$ cat config.mk
export PLATFORM = sky130hd
export DESIGN_NAME = mode_privilege_security_state
export DESIGN_NICKNAME = d
export VERILOG_FILES = /design/src/core/mode_privilege_security_state.v
export VERILOG_INCLUDE_DIRS = /design/src /design/src/core
export SDC_FILE = /design/constraint.sdc
export NUM_CORES = 1
export LEC_CHECK = 0
export ABC_AREA = 1
export BUFFER_PORTS_ARGS = -buffer_cell sky130_fd_sc_hd__buf_2
export CAP_MARGIN = 20
export CORE_ASPECT_RATIO = 2
export CORE_MARGIN = 5
export CORE_UTILIZATION = 46
export CTS_CLUSTER_SIZE = 10
export DETAILED_ROUTE_END_ITERATION = 8
export PLACE_DENSITY = 0.91
export SYNTH_ARGS = -nofsm -noshare
export SYNTH_HDL_FRONTEND = slang
export SYNTH_SLANG_ARGS = --single-unit
$ cat constraint.sdc
create_clock -name ref_clk -period 1.59 [get_ports ref_clk]
set_clock_uncertainty 0.05 [all_clocks]
set_input_delay 0.159 -clock ref_clk [delete_from_list [all_inputs] [get_ports ref_clk]]
set_output_delay 0.159 -clock ref_clk [all_outputs]
set_load 0.02 [all_outputs]
$ cat src/core/ctx_map.vh
// register offsets, field positions, reset values and codes of the context block
`ifndef CTX_MAP_VH
`define CTX_MAP_VH

// ------------------------------------------------------------
// register byte offsets
// ------------------------------------------------------------
`define CTX_OFS_STAT     8'h00
`define CTX_OFS_CTRL_S   8'h04
`define CTX_OFS_CTRL_NS  8'h08
`define CTX_OFS_IRQ_TGT  8'h0C
`define CTX_OFS_FLT_CFG  8'h10
`define CTX_OFS_EVT_STAT 8'h14
`define CTX_OFS_EVT_MASK 8'h18
`define CTX_OFS_RET      8'h1C

// ------------------------------------------------------------
// field positions
// ------------------------------------------------------------
`define CTX_STAT_HANDLER 0
`define CTX_STAT_SECURE  1
`define CTX_STAT_PRIV    2
`define CTX_STAT_SP_PROC 3
`define CTX_CTRL_NPRIV   0
`define CTX_CTRL_SPSEL   1
`define CTX_FLT_BUS_NS   0
`define CTX_FLT_HARD_NS  1

// ------------------------------------------------------------
// event bits
// ------------------------------------------------------------
`define CTX_EVT_SECFLT   0
`define CTX_EVT_WR_DENY  1
`define CTX_EVT_SVC      2
`define CTX_EVT_EXC      3
`define CTX_EVT_W        4

// ------------------------------------------------------------
// reset values
// ------------------------------------------------------------
`define CTX_RST_CTRL     2'h0
`define CTX_RST_IRQ_TGT  8'h00
`define CTX_RST_FLT_CFG  2'h0
`define CTX_RST_EVT_MASK 4'h0

// ------------------------------------------------------------
// exception kinds
// ------------------------------------------------------------
`define CTX_EXC_IRQ      3'h0
`define CTX_EXC_SVC      3'h1
`define CTX_EXC_MEMMAN   3'h2
`define CTX_EXC_USAGE    3'h3
`define CTX_EXC_BUS      3'h4
`define CTX_EXC_HARD     3'h5
`define CTX_EXC_SECURE   3'h6

`endif

$ cat src/core/mode_privilege_security_state.v
// execution context tracker: mode, privilege and security state
//
// What this block does
// - reset enters Secure state
// - banked control register, one copy per state
// - Secure side may reach Non-secure copy
// - per-interrupt target security state setting
// - some faults banked, others target configurable
// - Secure memory reachable only from Secure state
// - state held apart from mode, four state-mode pairs
// - every state runs both modes, both levels
// - reset starts in Thread mode
// - exception return goes to Thread mode
// - any exception enters Handler mode
// - Thread privilege chosen by control register bit
// - Handler mode always privileged
// - control register written only when privileged
// - supervisor call enters privileged handler
// - system resources restricted when unprivileged
//
// Design decisions made here: the address map and the strobed register port.
`include "ctx_map.vh"
`default_nettype none

module mode_privilege_security_state (
  input  wire        ref_clk,
  input  wire        rst,
  input  wire [7:0]  reg_addr,
  input  wire [31:0] reg_wdata,
  input  wire        reg_wr,
  input  wire        reg_rd,
  output reg  [31:0] reg_rdata,
  input  wire        exc_req,
  input  wire [2:0]  exc_kind,
  input  wire [2:0]  exc_irq,
  input  wire        exc_return,
  input  wire        svc_exec,
  input  wire        mem_req,
  input  wire        mem_secure,
  output wire        mem_grant,
  output wire        mem_fault,
  input  wire        sys_req,
  input  wire        sys_secure,
  output wire        sys_grant,
  output wire        mode_handler,
  output wire        state_secure,
  output wire        privileged,
  output wire        sp_process,
  output reg         exc_taken,
  output reg  [2:0]  exc_taken_kind,
  output reg         exc_target_secure,
  output wire        irq
);

  // ------------------------------------------------------------
  // state
  // ------------------------------------------------------------
  reg        handler_q;
  reg        handler_d;
  reg        secure_q;
  reg        secure_d;
  reg        ret_secure_q;
  reg        ret_secure_d;
  reg  [1:0] ctrl_s_q;
  reg  [1:0] ctrl_ns_q;
  reg  [7:0] irq_tgt_q;
  reg  [1:0] flt_cfg_q;
  reg  [3:0] evt_mask_q;
  wire [3:0] evt_stat;
  wire [3:0] evt_set;
  wire [3:0] evt_clr;

  // ------------------------------------------------------------
  // decode helpers
  // ------------------------------------------------------------
  // pick the control copy of the given security state
  function [1:0] ctrl_of;
    input       sec;
    input [1:0] cs;
    input [1:0] cns;
    begin
      ctrl_of = sec ? cs : cns;
    end
  endfunction

  // privilege of a context
  function priv_of;
    input       hnd;
    input [1:0] ctl;
    begin
      priv_of = hnd | ~ctl[`CTX_CTRL_NPRIV];
    end
  endfunction

  // true when the bus address names the given register
  function is_at;
    input [7:0] adr;
    input [7:0] ofs;
    begin
      is_at = adr == ofs;
    end
  endfunction

  // ------------------------------------------------------------
  // mode and privilege outputs
  // ------------------------------------------------------------
  wire [1:0] ctrl_cur = ctrl_of(secure_q, ctrl_s_q, ctrl_ns_q);

  assign mode_handler = handler_q;
  assign state_secure = secure_q;
  assign privileged   = priv_of(handler_q, ctrl_cur);
  assign sp_process   = ~handler_q & ctrl_cur[`CTX_CTRL_SPSEL];

  // ------------------------------------------------------------
  // access checks
  // ------------------------------------------------------------
  // secure memory only from secure
  assign mem_grant = mem_req & (~mem_secure | secure_q);
  assign mem_fault = mem_req & mem_secure & ~secure_q;
  assign sys_grant = sys_req & privileged & (~sys_secure | secure_q);

  // ------------------------------------------------------------
  // register decode
  // ------------------------------------------------------------
  wire hit_ctrl_s  = is_at(reg_addr, `CTX_OFS_CTRL_S);
  wire hit_ctrl_ns = is_at(reg_addr, `CTX_OFS_CTRL_NS);
  wire hit_irq_tgt = is_at(reg_addr, `CTX_OFS_IRQ_TGT);
  wire hit_flt_cfg = is_at(reg_addr, `CTX_OFS_FLT_CFG);
  wire hit_ret     = is_at(reg_addr, `CTX_OFS_RET);
  wire hit_evt     = is_at(reg_addr, `CTX_OFS_EVT_STAT);
  wire hit_mask    = is_at(reg_addr, `CTX_OFS_EVT_MASK);
  // secure-only settings, return state included
  wire hit_cfg     = hit_irq_tgt | hit_flt_cfg | hit_ret;

  // ------------------------------------------------------------
  // write permission
  // ------------------------------------------------------------
  // secure reaches both copies
  wire bank_ok     = hit_ctrl_ns | (hit_ctrl_s & secure_q);
  wire ctrl_wr     = reg_wr & bank_ok & privileged;
  wire wr_deny     = reg_wr & (hit_ctrl_s | hit_ctrl_ns | hit_cfg) &
                     ~(privileged & (secure_q | hit_ctrl_ns));
  // target settings are secure-only configuration
  wire cfg_wr      = reg_wr & privileged & secure_q;
  wire ret_wr      = cfg_wr & hit_ret;

  // ------------------------------------------------------------
  // banked control copies
  // ------------------------------------------------------------
  // two independent copies
  always @(posedge ref_clk) begin
    if (rst) begin
      ctrl_s_q  <= `CTX_RST_CTRL;
      ctrl_ns_q <= `CTX_RST_CTRL;
    end else if (ctrl_wr) begin
      if (hit_ctrl_s)
        ctrl_s_q  <= reg_wdata[1:0];
      else
        ctrl_ns_q <= reg_wdata[1:0];
    end
  end

  // ------------------------------------------------------------
  // target settings and event mask
  // ------------------------------------------------------------
  // per interrupt target setting
  always @(posedge ref_clk) begin
    if (rst) begin
      irq_tgt_q <= `CTX_RST_IRQ_TGT;
      flt_cfg_q <= `CTX_RST_FLT_CFG;
    end else if (cfg_wr) begin
      if (hit_irq_tgt)
        irq_tgt_q <= reg_wdata[7:0];
      if (hit_flt_cfg)
        flt_cfg_q <= reg_wdata[1:0];
    end
  end

  always @(posedge ref_clk) begin
    if (rst)
      evt_mask_q <= `CTX_RST_EVT_MASK;
    else if (reg_wr && hit_mask)
      evt_mask_q <= reg_wdata[3:0];
  end

  // ------------------------------------------------------------
  // exception entry and return
  // ------------------------------------------------------------
  reg       take;
  reg [2:0] take_kind;
  reg       take_sec;

  // ------------------------------------------------------------
  // exception target
  // ------------------------------------------------------------
  // target security state of an exception kind
  function tgt_secure;
    input [2:0] kind;
    input [2:0] num;
    input [7:0] itgt;
    input [1:0] fcfg;
    input       cur;
    begin
      case (kind)
        `CTX_EXC_IRQ:    tgt_secure = ~itgt[num];
        `CTX_EXC_BUS:    tgt_secure = ~fcfg[`CTX_FLT_BUS_NS];
        `CTX_EXC_HARD:   tgt_secure = ~fcfg[`CTX_FLT_HARD_NS];
        `CTX_EXC_SECURE: tgt_secure = 1'b1;
        `CTX_EXC_SVC,
        `CTX_EXC_MEMMAN,
        `CTX_EXC_USAGE:  tgt_secure = cur;
        default:         tgt_secure = cur;
      endcase
    end
  endfunction

  // ------------------------------------------------------------
  // exception selection
  // ------------------------------------------------------------
  always @* begin
    take      = 1'b0;
    take_kind = `CTX_EXC_IRQ;
    take_sec  = secure_q;
    if (mem_fault) begin
      take      = 1'b1;
      take_kind = `CTX_EXC_SECURE;
      take_sec  = 1'b1;
    end else if (exc_req) begin
      take      = 1'b1;
      take_kind = exc_kind;
      take_sec  = tgt_secure(exc_kind, exc_irq, irq_tgt_q,
                             flt_cfg_q, secure_q);
    end else if (svc_exec) begin
      take      = 1'b1;
      take_kind = `CTX_EXC_SVC;
      take_sec  = secure_q;
    end
  end

  // ------------------------------------------------------------
  // context update
  // ------------------------------------------------------------
  always @* begin
    handler_d    = handler_q;
    secure_d     = secure_q;
    ret_secure_d = ret_secure_q;
    // written return state, entry from thread wins
    if (ret_wr)
      ret_secure_d = reg_wdata[0];
    if (take) begin
      handler_d = 1'b1;
      secure_d  = take_sec;
      if (!handler_q)
        ret_secure_d = secure_q;
    end else if (exc_return && handler_q) begin
      handler_d = 1'b0;
      secure_d  = ret_secure_q;
    end
  end

  always @(posedge ref_clk) begin
    if (rst) begin
      handler_q    <= 1'b0;
      secure_q     <= 1'b1;
      ret_secure_q <= 1'b1;
    end else begin
      handler_q    <= handler_d;
      secure_q     <= secure_d;
      ret_secure_q <= ret_secure_d;
    end
  end

  // ------------------------------------------------------------
  // exception report
  // ------------------------------------------------------------
  always @(posedge ref_clk) begin
    if (rst) begin
      exc_taken         <= 1'b0;
      exc_taken_kind    <= `CTX_EXC_IRQ;
      exc_target_secure <= 1'b1;
    end else begin
      exc_taken <= take;
      if (take) begin
        exc_taken_kind    <= take_kind;
        exc_target_secure <= take_sec;
      end
    end
  end

  // ------------------------------------------------------------
  // sticky events and interrupt
  // ------------------------------------------------------------
  assign evt_set[`CTX_EVT_SECFLT]  = mem_fault;
  assign evt_set[`CTX_EVT_WR_DENY] = wr_deny;
  assign evt_set[`CTX_EVT_SVC]     = svc_exec & ~mem_fault & ~exc_req;
  assign evt_set[`CTX_EVT_EXC]     = take;
  assign evt_clr = (reg_wr && hit_evt) ? reg_wdata[3:0] : 4'h0;

  genvar gi;
  generate
    for (gi = 0; gi < `CTX_EVT_W; gi = gi + 1) begin : g_evt
      reg bit_q;
      // set wins over a same-cycle clear
      always @(posedge ref_clk) begin
        if (rst)
          bit_q <= 1'b0;
        else if (evt_set[gi])
          bit_q <= 1'b1;
        else if (evt_clr[gi])
          bit_q <= 1'b0;
      end
      assign evt_stat[gi] = bit_q;
    end
  endgenerate

  // ------------------------------------------------------------
  // interrupt output
  // ------------------------------------------------------------
  assign irq = |(evt_stat & evt_mask_q);

  // ------------------------------------------------------------
  // read data
  // ------------------------------------------------------------
  always @(posedge ref_clk) begin
    if (rst) begin
      reg_rdata <= 32'h00000000;
    end else begin
      reg_rdata <= 32'h00000000;
      if (reg_rd) begin
        case (reg_addr)
          `CTX_OFS_STAT:
            reg_rdata <= {28'h0000000, sp_process, privileged,
                          secure_q, handler_q};
          `CTX_OFS_CTRL_S:
            reg_rdata <= secure_q ? {30'h00000000, ctrl_s_q} :
                                    32'h00000000;
          `CTX_OFS_CTRL_NS:
            reg_rdata <= {30'h00000000, ctrl_ns_q};
          `CTX_OFS_IRQ_TGT:
            reg_rdata <= {24'h000000, irq_tgt_q};
          `CTX_OFS_FLT_CFG:
            reg_rdata <= {30'h00000000, flt_cfg_q};
          `CTX_OFS_EVT_STAT:
            reg_rdata <= {28'h0000000, evt_stat};
          `CTX_OFS_EVT_MASK:
            reg_rdata <= {28'h0000000, evt_mask_q};
          `CTX_OFS_RET:
            reg_rdata <= {31'h00000000, ret_secure_q};
          default:
            reg_rdata <= 32'h00000000;
        endcase
      end
    end
  end

endmodule // mode_privilege_security_state

`default_nettype wire

==> summary.txt, run 1 <==
Critical path
  • Worst setup EP type: primary output
  • Critical path type: reg2out
  • Crit-path max FO: 6
  • Setup crit start: state_secure$_SDFFE_PP1P_
  • Reg2reg start: state_secure$_SDFFE_PP1P_
  • Flop2flop setup slack: 0.10 ns
  • Startpoint Class: register
  • CP arrival: 1.32 ns
  • Req. time, crit path: 1.38 ns

Clock network
  • CTS max path bufs: 2
  • CTS sink count: 38
  • CTS tree: done
  • Clock Pin Slew Worst Setup and Hold Paths: 0.07 ns
  • CTS root buffer: clkbuf_8
  • Clk Latency, worst-skew pair: 0.30 ns
  • Total CTS buffers: 5
  • Hold buffer count at CTS: 0
  • H-tree depth: 2

Global route
  • GRT Residual Overflow: 0
  • M3 GR Usage: 5.141%
  • Met2 usage: 33.01%
  • Met1 usage in global routing: 18.90%
  • Grt peak-use layer: met2
  • Initial antenna violation count: 0
  • Vias in the first global route: 2036
  • Largest net degree at the start of global routing: 14
  • GR Util All Layers: 19.29%
  • First-pass GRT wire length: 9.101 mm

Synthesis
  • #FFs+latches synth: 38
  • Syn avg cell area: 6.969 µm²
  • Synth Flop Type: dfxtp_1
  • Mapped Area: 0.002091 mm²
  • Syn. warnings: 0
  • Post-synth cell types: 30
  • Number of flops mapped to enable cells by yosys: 0
  • Register area share after synthesis: 36.39%
  • Asr flop ratio synth: 0%
  • Post-synthesis cell count: 300

Die
  • Core area: 0.004382 mm²
  • Row count: 34
  • Die W: 57.67 µm
  • Die ar.: 0.006075 mm²
  • I/O pins: 102
  • Initial Utilization: 47.72%
  • DIE HEIGHT: 105.3 µm

Placed design
  • Placed Area: 0.002328 mm²
  • Post-DP HPWL: 4.514 mm
  • DP Worst Slack: 0.03264 ns
  • Dpl cells: 405
  • Routability cong.: 0.9587
  • # port buffers: 53

STA
  • Final Setup Violations: 0
  • Fin worst setup slack: 0.06398 ns
  • Tcrit/Tclk final: 95.98%
  • Shortest clock period the worst path allows after layout: 1.526 ns
  • Final Max Slew Viols: 0
  • WHS: 0.03039 ns
  • Final Hold Fails: 0
  • Max Freq: 655.3 MHz
  • Total negative setup slack: 0 ns
  • Unrepaired setup endpoints after global routing: false

Detailed routing
  • Remaining DRCs: 0
  • Drt pass-1 iters: 4
  • Routed via count: 2135
  • Drt first-iter violations: 98
  • Vias per cell: 5.157
  • Antenna Violating Nets Remaining: 0
  • Routed len/inst: 13.84 µm
  • WL final: 5.730 mm

Job
  • Max Cap Violations: 0

Final layout
  • Post-Layout Cell Count: 414
  • Ant. Diodes: 0
  • P&R area growth vs syn: 17.35%
  • Layout cell share with drive strength beyond 1: 23.61%
  • Final instance area: 0.002454 mm²
  • Final core occ: 56.00%
  • Nets: 416

Pwr
  • Tot Pwr: 2.146 mW
  • PD cells: 874.8 mW/mm²
  • Leakage: 1.174 nW
  • Maximum vdd drop: 626.8 µV

Outcome
  • Outcome: finished clean

Worst hold path
  • Hold_sp: exc_return
  • Worst hold path type: in2reg
## layer usage
metal | vias to the layer above | share of wire (%)
li1 | 1053 | -
met1 | 943 | 33
met2 | 108 | 51
met3 | 31 | 9.0
met4 | 0 | 6.8
met5 | - | 0
## worst max-delay path: stages, from the launching register on
cell,delay [ns]
dfxtp_4,0.36
inv_2,0.13
nand3_1,0.10
buf_4,0.16
inv_1,0.10
buf_2,0.18
## repair_timing
item	in CTS	in global routing
setup buffers	0	1
gates resized for setup	1	4
setup endpoints to repair	1	7
## final timing paths
check,to,cells past startpoint
worst min-delay path,mode_handler$_SDFFE_PP0P_,2
worst min register to register,exc_taken_kind[1]$_SDFFE_PP0N_,2
worst max-delay path,mem_fault,5
worst max register to register,ret_secure_q$_SDFF_PP1_,11
## power breakdown
part | leakage (nW) | internal, mW | switching (mW)
Sequential | 0.309 | 0.975 | 0.0166
Combinational | 0.813 | 0.102 | 0.239
Clock | 0.0524 | 0.470 | 0.344
## cells by family after synthesis
family	synth area share, %
AOI/OAI and AO/OA	18.49
buffers and inverters	19.21
DFF	36.39
other	0.1794
and+or+nand+nor	25.73
## cells in the mapped netlist, types with 2 or more instances
cell	number	area (µm²)
buf_4	24	180.2
nand2_4	2	22.52
a21oi_1	33	165.2
nor2_2	3	18.77
o211ai_1	2	15.01
a31oi_1	4	25.02
nand3_1	21	105.1
buf_2	2	10.01
inv_4	2	12.51
nor3_2	2	20.02
dfxtp_1	38	760.7
o22ai_1	5	31.28
nor3_1	10	50.05
nand4_1	4	25.02
inv_1	45	168.9
nand2_1	45	168.9
inv_2	3	11.26
o21ai_0	14	70.07
nand2_2	5	31.28
o21ai_1	13	65.06
nor2_1	14	52.55
## registers in the layout, summed over array words and instances (netlist names)
name,count
ret_secure_q,1
exc_taken,1
reg_rdata,8
evt_mask_q,4
ctrl_ns_q,2
irq_tgt_q,8
ctrl_s_q,2
exc_target_secure,1
state_secure,1
g_evt.bit_q,4
flt_cfg_q,2
exc_taken_kind,3
mode_handler,1
## cells in the final DEF, fill, tap and decap left out, drive strengths merged
master  count
a21boi      1
a21oi      33
a31oi       4
buf        57
bufinv      1
clkbuf      7
clkinv      1
conb       24
dfxtp      38
inv        50
nand2      52
nand3      21
nand3b      1
nand4       4
nor2       18
nor3       13
o211ai      2
o21ai      27
o22ai       5
o31ai       1
## layout make-up
| cell class | count | area (µm²) |
|---|---|---|
| Timing Repair Buffer | 57 | 297.8 |
| Clock inverter | 1 | 30.03 |
| Inverter | 51 | 196.4 |
| Multi-Input combinational cell | 206 | 1021 |
| Sequential cell | 38 | 764.5 |
| Fill cell | 445 | 1928 |
| Clock buffer | 7 | 76.32 |
| Tap cell | 54 | 67.56 |
No activity file was read; power rests on OpenSTA's default activity.
==> run 2, diff against run 1 <==
--- a/config.mk
+++ b/config.mk
@@ -11,10 +11,10 @@
 export CAP_MARGIN = 20
 export CORE_ASPECT_RATIO = 2
 export CORE_MARGIN = 5
-export CORE_UTILIZATION = 46
+export CORE_UTILIZATION = 45
 export CTS_CLUSTER_SIZE = 10
 export DETAILED_ROUTE_END_ITERATION = 8
-export PLACE_DENSITY = 0.91
+export PLACE_DENSITY = 0.89
 export SYNTH_ARGS = -nofsm -noshare
 export SYNTH_HDL_FRONTEND = slang
 export SYNTH_SLANG_ARGS = --single-unit
==> run 2 against run 1 <==
- flip-flop and latch count is the same
- fmax grew 2.7%
- design area grew 2.3%
- clock-buffer cell count shrank 1
- hold slack lost 0.014 ns
- die area grew 1.9%
- largest power group unchanged
- first-iteration DRC count shrank 21%
- cell count grew 1.2%
- register-to-register slack gained 0.05 ns
- sequential share of layout area shrank 0.65 points
==> summary.txt, run 2 (synthesized netlist as in run 1, its figures left out) <==
Clock network
  • CTS tree: done
  • CTS max path bufs: 2 (unchanged)
  • Clk Latency, worst-skew pair: 0.29 ns (about the same)
  • H-tree depth: 2 (unchanged)
  • Clock Pin Slew Worst Setup and Hold Paths: 0.07 ns (about the same)
  • CTS sink count: 38 (unchanged)
  • CTS root buffer: clkbuf_8
  • Total CTS buffers: 5 (unchanged)

STA
  • Max Freq: 672.9 MHz (+2.7%)
  • Final Setup Violations: 0 (unchanged)
  • Final Max Slew Viols: 0 (unchanged)
  • Shortest clock period the worst path allows after layout: 1.486 ns (-0.03988 ns)
  • Fin worst setup slack: 0.1039 ns (+0.03988 ns)
  • Unrepaired setup endpoints after global routing: false
  • Tcrit/Tclk final: 93.47% (-2.5 points)
  • Total negative setup slack: 0 ns (unchanged)
  • Final Hold Fails: 0 (unchanged)

Final layout
  • Layout cell share with drive strength beyond 1: 25.55% (+1.9 points)
  • Nets: 421 (+1.2%)
  • P&R area growth vs syn: 20.05%
  • # fillers: 465 (+4.5%)
  • Top Registers: irq_tgt_q x8, reg_rdata x8
  • Ant. Diodes: 0 (unchanged)
  • Commonest non-fill, non-tap cell in the layout: buf_2
  • Most frequent cells in the layout: 51 x buf_2, 45 x inv_1, 45 x nand2_1, 36 x dfxtp_1, 31 x a21oi_1

Detailed routing
  • Met1 wire length: 1.943 mm (+1.9%)
  • Remaining DRCs: 0 (unchanged)
  • Drt first-iter violations: 77 (-21%)
  • Metal3 WL: 395 µm (-23%)
  • Wire length on met2: 2.877 mm (-1.4%)
  • Drt pass-1 iters: 4 (unchanged)
  • Routed via count: 2129 (-0.28%)
  • WL final: 5.521 mm (-3.6%)
  • Routed len/inst: 13.18 µm (-4.8%)
  • Max Used Layer: met4
  • Antenna Violating Nets Remaining: 0 (unchanged)
  • Vias per cell: 5.081 (-1.5%)

Worst hold path
  • Hold Path Depth: 2 (unchanged)
  • Hold_sp: exc_return
  • Endpoint, Worst Hold: mode_handler$_SDFFE_PP0P_
  • Worst hold path type: in2reg

Global route
  • Vias in the first global route: 2060 (+1.2%)
  • GRT Residual Overflow: 0 (unchanged)
  • First-pass GRT wire length: 9.177 mm (+0.84%)
  • Largest net degree at the start of global routing: 13 (-1)
  • Initial antenna violation count: 0 (unchanged)
  • GR Util All Layers: 19.09% (-0.20 points)

Critical path
  • Critical Path Max Stage Delay: 0.39 ns (+0.03 ns)
  • CP cell instances: buf_4, nand2_1, a21oi_2, buf_2
  • Req. time, crit path: 1.38 ns (about the same)
  • Reg2reg start: state_secure$_SDFFE_PP1P_
  • Critical path type: reg2out
  • Critical-path top delay cell: dfxtp_4
  • Crit-path max FO: 6 (unchanged)
  • Startpoint Class: register
  • CP arrival: 1.28 ns (-0.04 ns)
  • Worst setup EP type: primary output
  • Worst R2R End: irq_tgt_q[5]$_SDFFE_PP0P_
  • Cell count of the worst reg-to-reg path: 11 (unchanged)
  • Flop2flop setup slack: 0.15 ns (+0.05 ns)

Pwr
  • Leakage: 1.208 nW (+2.8%)
  • Tot Pwr: 2.159 mW (+0.60%)
  • PD cells: 860.3 mW/mm² (-1.7%)
  • Maximum vdd drop: 1253 µV (+100%)

Placed design
  • Post-DP HPWL: 4.423 mm (-2.0%)
  • DP Worst Slack: 0.08941 ns (+0.05678 ns)
  • Routability cong.: 0.8859 (-7.6%)
  • # port buffers: 53 (unchanged)

Die
  • I/O pins: 102 (unchanged)
  • Row count: 35 (+2.9%)
  • DIE HEIGHT: 106.4 µm (+1.0%)
  • Core area: 0.004554 mm² (+3.9%)
  • Die ar.: 0.006192 mm² (+1.9%)
  • Die W: 58.20 µm (+0.92%)
  • Initial Utilization: 45.91% (-1.8 points)

Outcome
  • Outcome: finished clean

Job
  • Max Cap Violations: 0 (unchanged)
==> run 2: layout make-up <==
class                           count  area, µm²  area share [%]
Clock buffer                        6      82.58           3.290
Clock inverter                      1      30.03           1.196
Inverter                           51      198.9           7.926
Multi-Input combinational cell    206       1026           40.88
Sequential cell                    38      765.7           30.51
Tap cell                           55      68.82           2.742
Timing Repair Buffer               62      337.8           13.46
==> run 2: per-stage QoR <==
stage	area, µm²	hold slack [ns]	cells	utilization (%)
6_report	2510	0.01680	419	55.11
5_1_grt	2510	0.02255	419	55.11
4_1_cts	2457	0.01599	415	53.96
3_5_place_dp	2345	0.3241	408	51.48
3_3_place_gp	2345	0.3166	408	51.48
2_1_floorplan	2178	0.1929	323	-
==> run 2: per-layer routing <==
metal  up-vias  GRT usage, %
li1       1065             -
met1       949         20.00
met2        96         33.41
met3        19         4.010
met4         0         11.61
met5         -             0
==> run 2: power breakdown <==
group	internal, mW	leakage, nW	switching (mW)
clock	0.502	0.0573	0.323
sequential	0.976	0.309	0.0187
combinational	0.106	0.842	0.234
==> run 2: worst max-delay path, delay by kind of cell, from the launching register on <==
kind | cells | cell delay (ns)
simple gates | 1 | 0.08
flops | 1 | 0.39
compound gates | 1 | 0.18
buf+inv | 2 | 0.34
==> run 2: worst max path at each step <==
| stage | start | end | slack, ns |
|---|---|---|---|
| after floorplan | state_secure$_SDFFE_PP1P_ | irq_tgt_q[4]$_SDFFE_PP0P_ | 0.07 |
| after global placement | reg_addr[7] | g_evt[3].bit_q$_SDFFE_PP0P_ | 0.12 |
| after detailed placement | state_secure$_SDFFE_PP1P_ | irq_tgt_q[6]$_SDFFE_PP0P_ | 0.09 |
| after CTS | state_secure$_SDFFE_PP1P_ | sp_process | 0.02 |
| after global routing | state_secure$_SDFFE_PP1P_ | sp_process | 0.01 |
| final | state_secure$_SDFFE_PP1P_ | sp_process | 0.10 |
==> run 2: repair_timing <==
action	CTS	global route
gates resized for setup	0	8
setup buffers	0	4
hold buffers	0	0
setup endpoints to repair	0	11
==> run 3, diff against run 2 <==
--- a/config.mk
+++ b/config.mk
@@ -11,10 +11,10 @@
 export CAP_MARGIN = 20
 export CORE_ASPECT_RATIO = 2
 export CORE_MARGIN = 5
-export CORE_UTILIZATION = 45
+export CORE_UTILIZATION = 25
 export CTS_CLUSTER_SIZE = 10
 export DETAILED_ROUTE_END_ITERATION = 8
-export PLACE_DENSITY = 0.89
+export PLACE_DENSITY = 0.6
 export SYNTH_ARGS = -nofsm -noshare
 export SYNTH_HDL_FRONTEND = slang
 export SYNTH_SLANG_ARGS = --single-unit
==> run 3 against run 2 <==
- combinational power up 2%
- sequential share of layout area down 1.6 points
- hold slack gained 0.014 ns
- via count decreased by 2.0%
- non-clock buffer count is 1 lower
- clock-buffer cell count unchanged
- power is 24% higher
- register-to-register slack better by 0.04 ns
- utilization shrank 23 points
- first-iteration DRC count increased by 43%
- routed wire length rose by 6.7%
- setup slack worse by 0.019 ns
- critical path type unchanged
- largest cell class unchanged
==> summary.txt, run 3 (synthesized netlist as in run 1, its figures left out) <==
Outcome
  • Outcome: finished clean

Final layout
  • Nets: 420 (-0.24%)
  • Layout cell share with drive strength beyond 1: 25.00% (-0.55 points)
  • P&R area growth vs syn: 26.39%
  • Ant. Diodes: 0 (unchanged)
  • Top Registers: irq_tgt_q x8, reg_rdata x8
  • Commonest non-fill, non-tap cell in the layout: buf_2
  • Area of the multi-input gates: 0.001022 mm² (-0.37%)
  • Most frequent cells in the layout: 52 x buf_2, 45 x inv_1, 45 x nand2_1, 37 x dfxtp_1, 31 x a21oi_1
  • # fillers: 910 (+96%)
  • FF+latch area: 764.5 µm² (-0.16%)

Die
  • Core area: 0.008233 mm² (+81%)
  • Die W: 74.67 µm (+28%)
  • I/O pins: 102 (unchanged)
  • Row count: 47 (+34%)
  • Initial Utilization: 25.40% (-21 points)
  • Die ar.: 0.01040 mm² (+68%)
  • DIE HEIGHT: 139.3 µm (+31%)

Clock network
  • CTS tree: done
  • CTS root buffer: clkbuf_16
  • Clk Latency, worst-skew pair: 0.28 ns (about the same)
  • CTS sink count: 38 (unchanged)
  • H-tree depth: 2 (unchanged)
  • CTS max path bufs: 2 (unchanged)
  • Clock Pin Slew Worst Setup and Hold Paths: 0.06 ns (about the same)
  • Total CTS buffers: 5 (unchanged)

Critical path
  • Critical-path top delay cell: dfxtp_4
  • CP top delay family: flip-flops
  • Critical path type: reg2out
  • Crit path buffers/inverters: 3 (+1)
  • Startpoint Class: register
  • Critical Path Max Stage Delay: 0.37 ns (-0.02 ns)
  • CP arrival: 1.30 ns (+0.02 ns)
  • CP cell instances: inv_4, nand2_2, nand2_2, nand2_4, buf_6, nand2_1, a21oi_2, buf_6
  • Crit-path max FO: 6 (unchanged)
  • Worst setup EP type: primary output
  • Req. time, crit path: 1.38 ns (about the same)

STA
  • Tcrit/Tclk final: 94.67% (+1.2 points)
  • Total negative setup slack: 0 ns (unchanged)
  • Final Max Slew Viols: 0 (unchanged)
  • Unrepaired setup endpoints after global routing: false
  • Final Hold Fails: 0 (unchanged)
  • Max Freq: 664.3 MHz (-1.3%)
  • Shortest clock period the worst path allows after layout: 1.505 ns (+0.01913 ns)
  • Final Setup Violations: 0 (unchanged)
  • WHS: 0.03060 ns (+0.01380 ns)

Global route
  • Vias in the first global route: 1930 (-6.3%)
  • GRT Residual Overflow: 0 (unchanged)
  • First-pass GRT wire length: 8.894 mm (-3.1%)
  • Largest net degree at the start of global routing: 13 (unchanged)
  • GR Util All Layers: 11.24% (-7.8 points)
  • Initial antenna violation count: 0 (unchanged)

Pwr
  • Leakage: 1.241 nW (+2.7%)
  • PD cells: 1011 mW/mm² (+17%)
  • Tot Pwr: 2.671 mW (+24%)
  • Maximum vdd drop: 625.1 µV (-50%)

Detailed routing
  • Vias per cell: 4.515 (-11%)
  • Drt first-iter violations: 110 (+43%)
  • Routed len/inst: 12.75 µm (-3.2%)
  • WL final: 5.892 mm (+6.7%)
  • Antenna Violating Nets Remaining: 0 (unchanged)
  • Routed via count: 2086 (-2.0%)
  • Drt pass-1 iters: 4 (unchanged)
  • Remaining DRCs: 0 (unchanged)

Worst hold path
  • Worst hold path type: in2reg

Placed design
  • Routability cong.: 0.8668 (-2.2%)
  • # port buffers: 53 (unchanged)
  • Post-DP HPWL: 4.838 mm (+9.4%)

Job
  • Max Cap Violations: 0 (unchanged)
## run 3: changes by cell type in the layout (fill, tap and decap cells not counted)
cell,delta
o21ai_2,-1
buf_6,+2
buf_4,-4
o21ai_1,+1
bufinv_16,+1
dfxtp_2,-1
dfxtp_1,+1
clkbuf_16,+5
buf_2,+1
clkbuf_8,-5
## run 3: where the power goes
part	leakage [nW]	internal, mW	total (mW)	switching, mW
registers	0.309	0.976	0.991	0.0148
clock network	0.0971	0.942	1.33	0.391
logic	0.835	0.109	0.347	0.238
## run 3: worst paths after layout
kind,from,to,slack (ns),depth (start not counted)
worst min-delay path,exc_return,mode_handler$_SDFFE_PP0P_,0.03,2
worst max register to register,state_secure$_SDFFE_PP1P_,ret_secure_q$_SDFF_PP1_,0.19,11
worst max-delay path,state_secure$_SDFFE_PP1P_,sys_grant,0.08,8
worst min register to register,exc_taken_kind[1]$_SDFFE_PP0N_,exc_taken_kind[1]$_SDFFE_PP0N_,0.41,2
## run 3: layout make-up
type | instances | area share [%]
sequential | 38 | 28.93
multi-input combinational | 206 | 38.68
inverter | 51 | 7.528
clock inverter | 2 | 2.273
clock buffer | 6 | 5.256
tap | 98 | 4.640
timing repair buffer | 61 | 12.69
## run 3: worst reg2reg max path, cell delays in order (launching register included)
cell	delay (ns)
dfxtp_4	0.37
inv_4	0.06
nand2_2	0.06
nand2_2	0.05
nand2_4	0.06
nand2_2	0.07
inv_4	0.09
nand2_4	0.07
nor2_1	0.15
nand2_1	0.07
o211ai_1	0.09
nand3_1	0.08
## run 3: per-stage QoR
step | cell area, µm² | setup slack (ns) | cells | utilization (%)
detailed placement | 2414 | 0.09603 | 453 | 29.32
CTS | 2625 | 0.03727 | 462 | 31.88
global route | 2643 | 0.01176 | 462 | 32.10
finish | 2643 | 0.08474 | 462 | 32.10
floorplan | 2178 | 0.07276 | 323 | -
global placement | 2414 | 0.1185 | 453 | 29.32
## run 3: what timing repair did
item | 4_1_cts | 5_1_grt
resized for setup | 2 | 5
setup endpoints to repair | 2 | 2
setup buffers | 1 | 0
hold buffers | 0 | 0
## run 3: metal layers
layer | up-vias | track usage, % | wire length (µm)
met2 | 93 | 20.79 | 3133
met5 | - | 0 | 0
met3 | 10 | 1.805 | 413
met1 | 921 | 11.59 | 2195
li1 | 1062 | - | -
met4 | 0 | 5.441 | 150
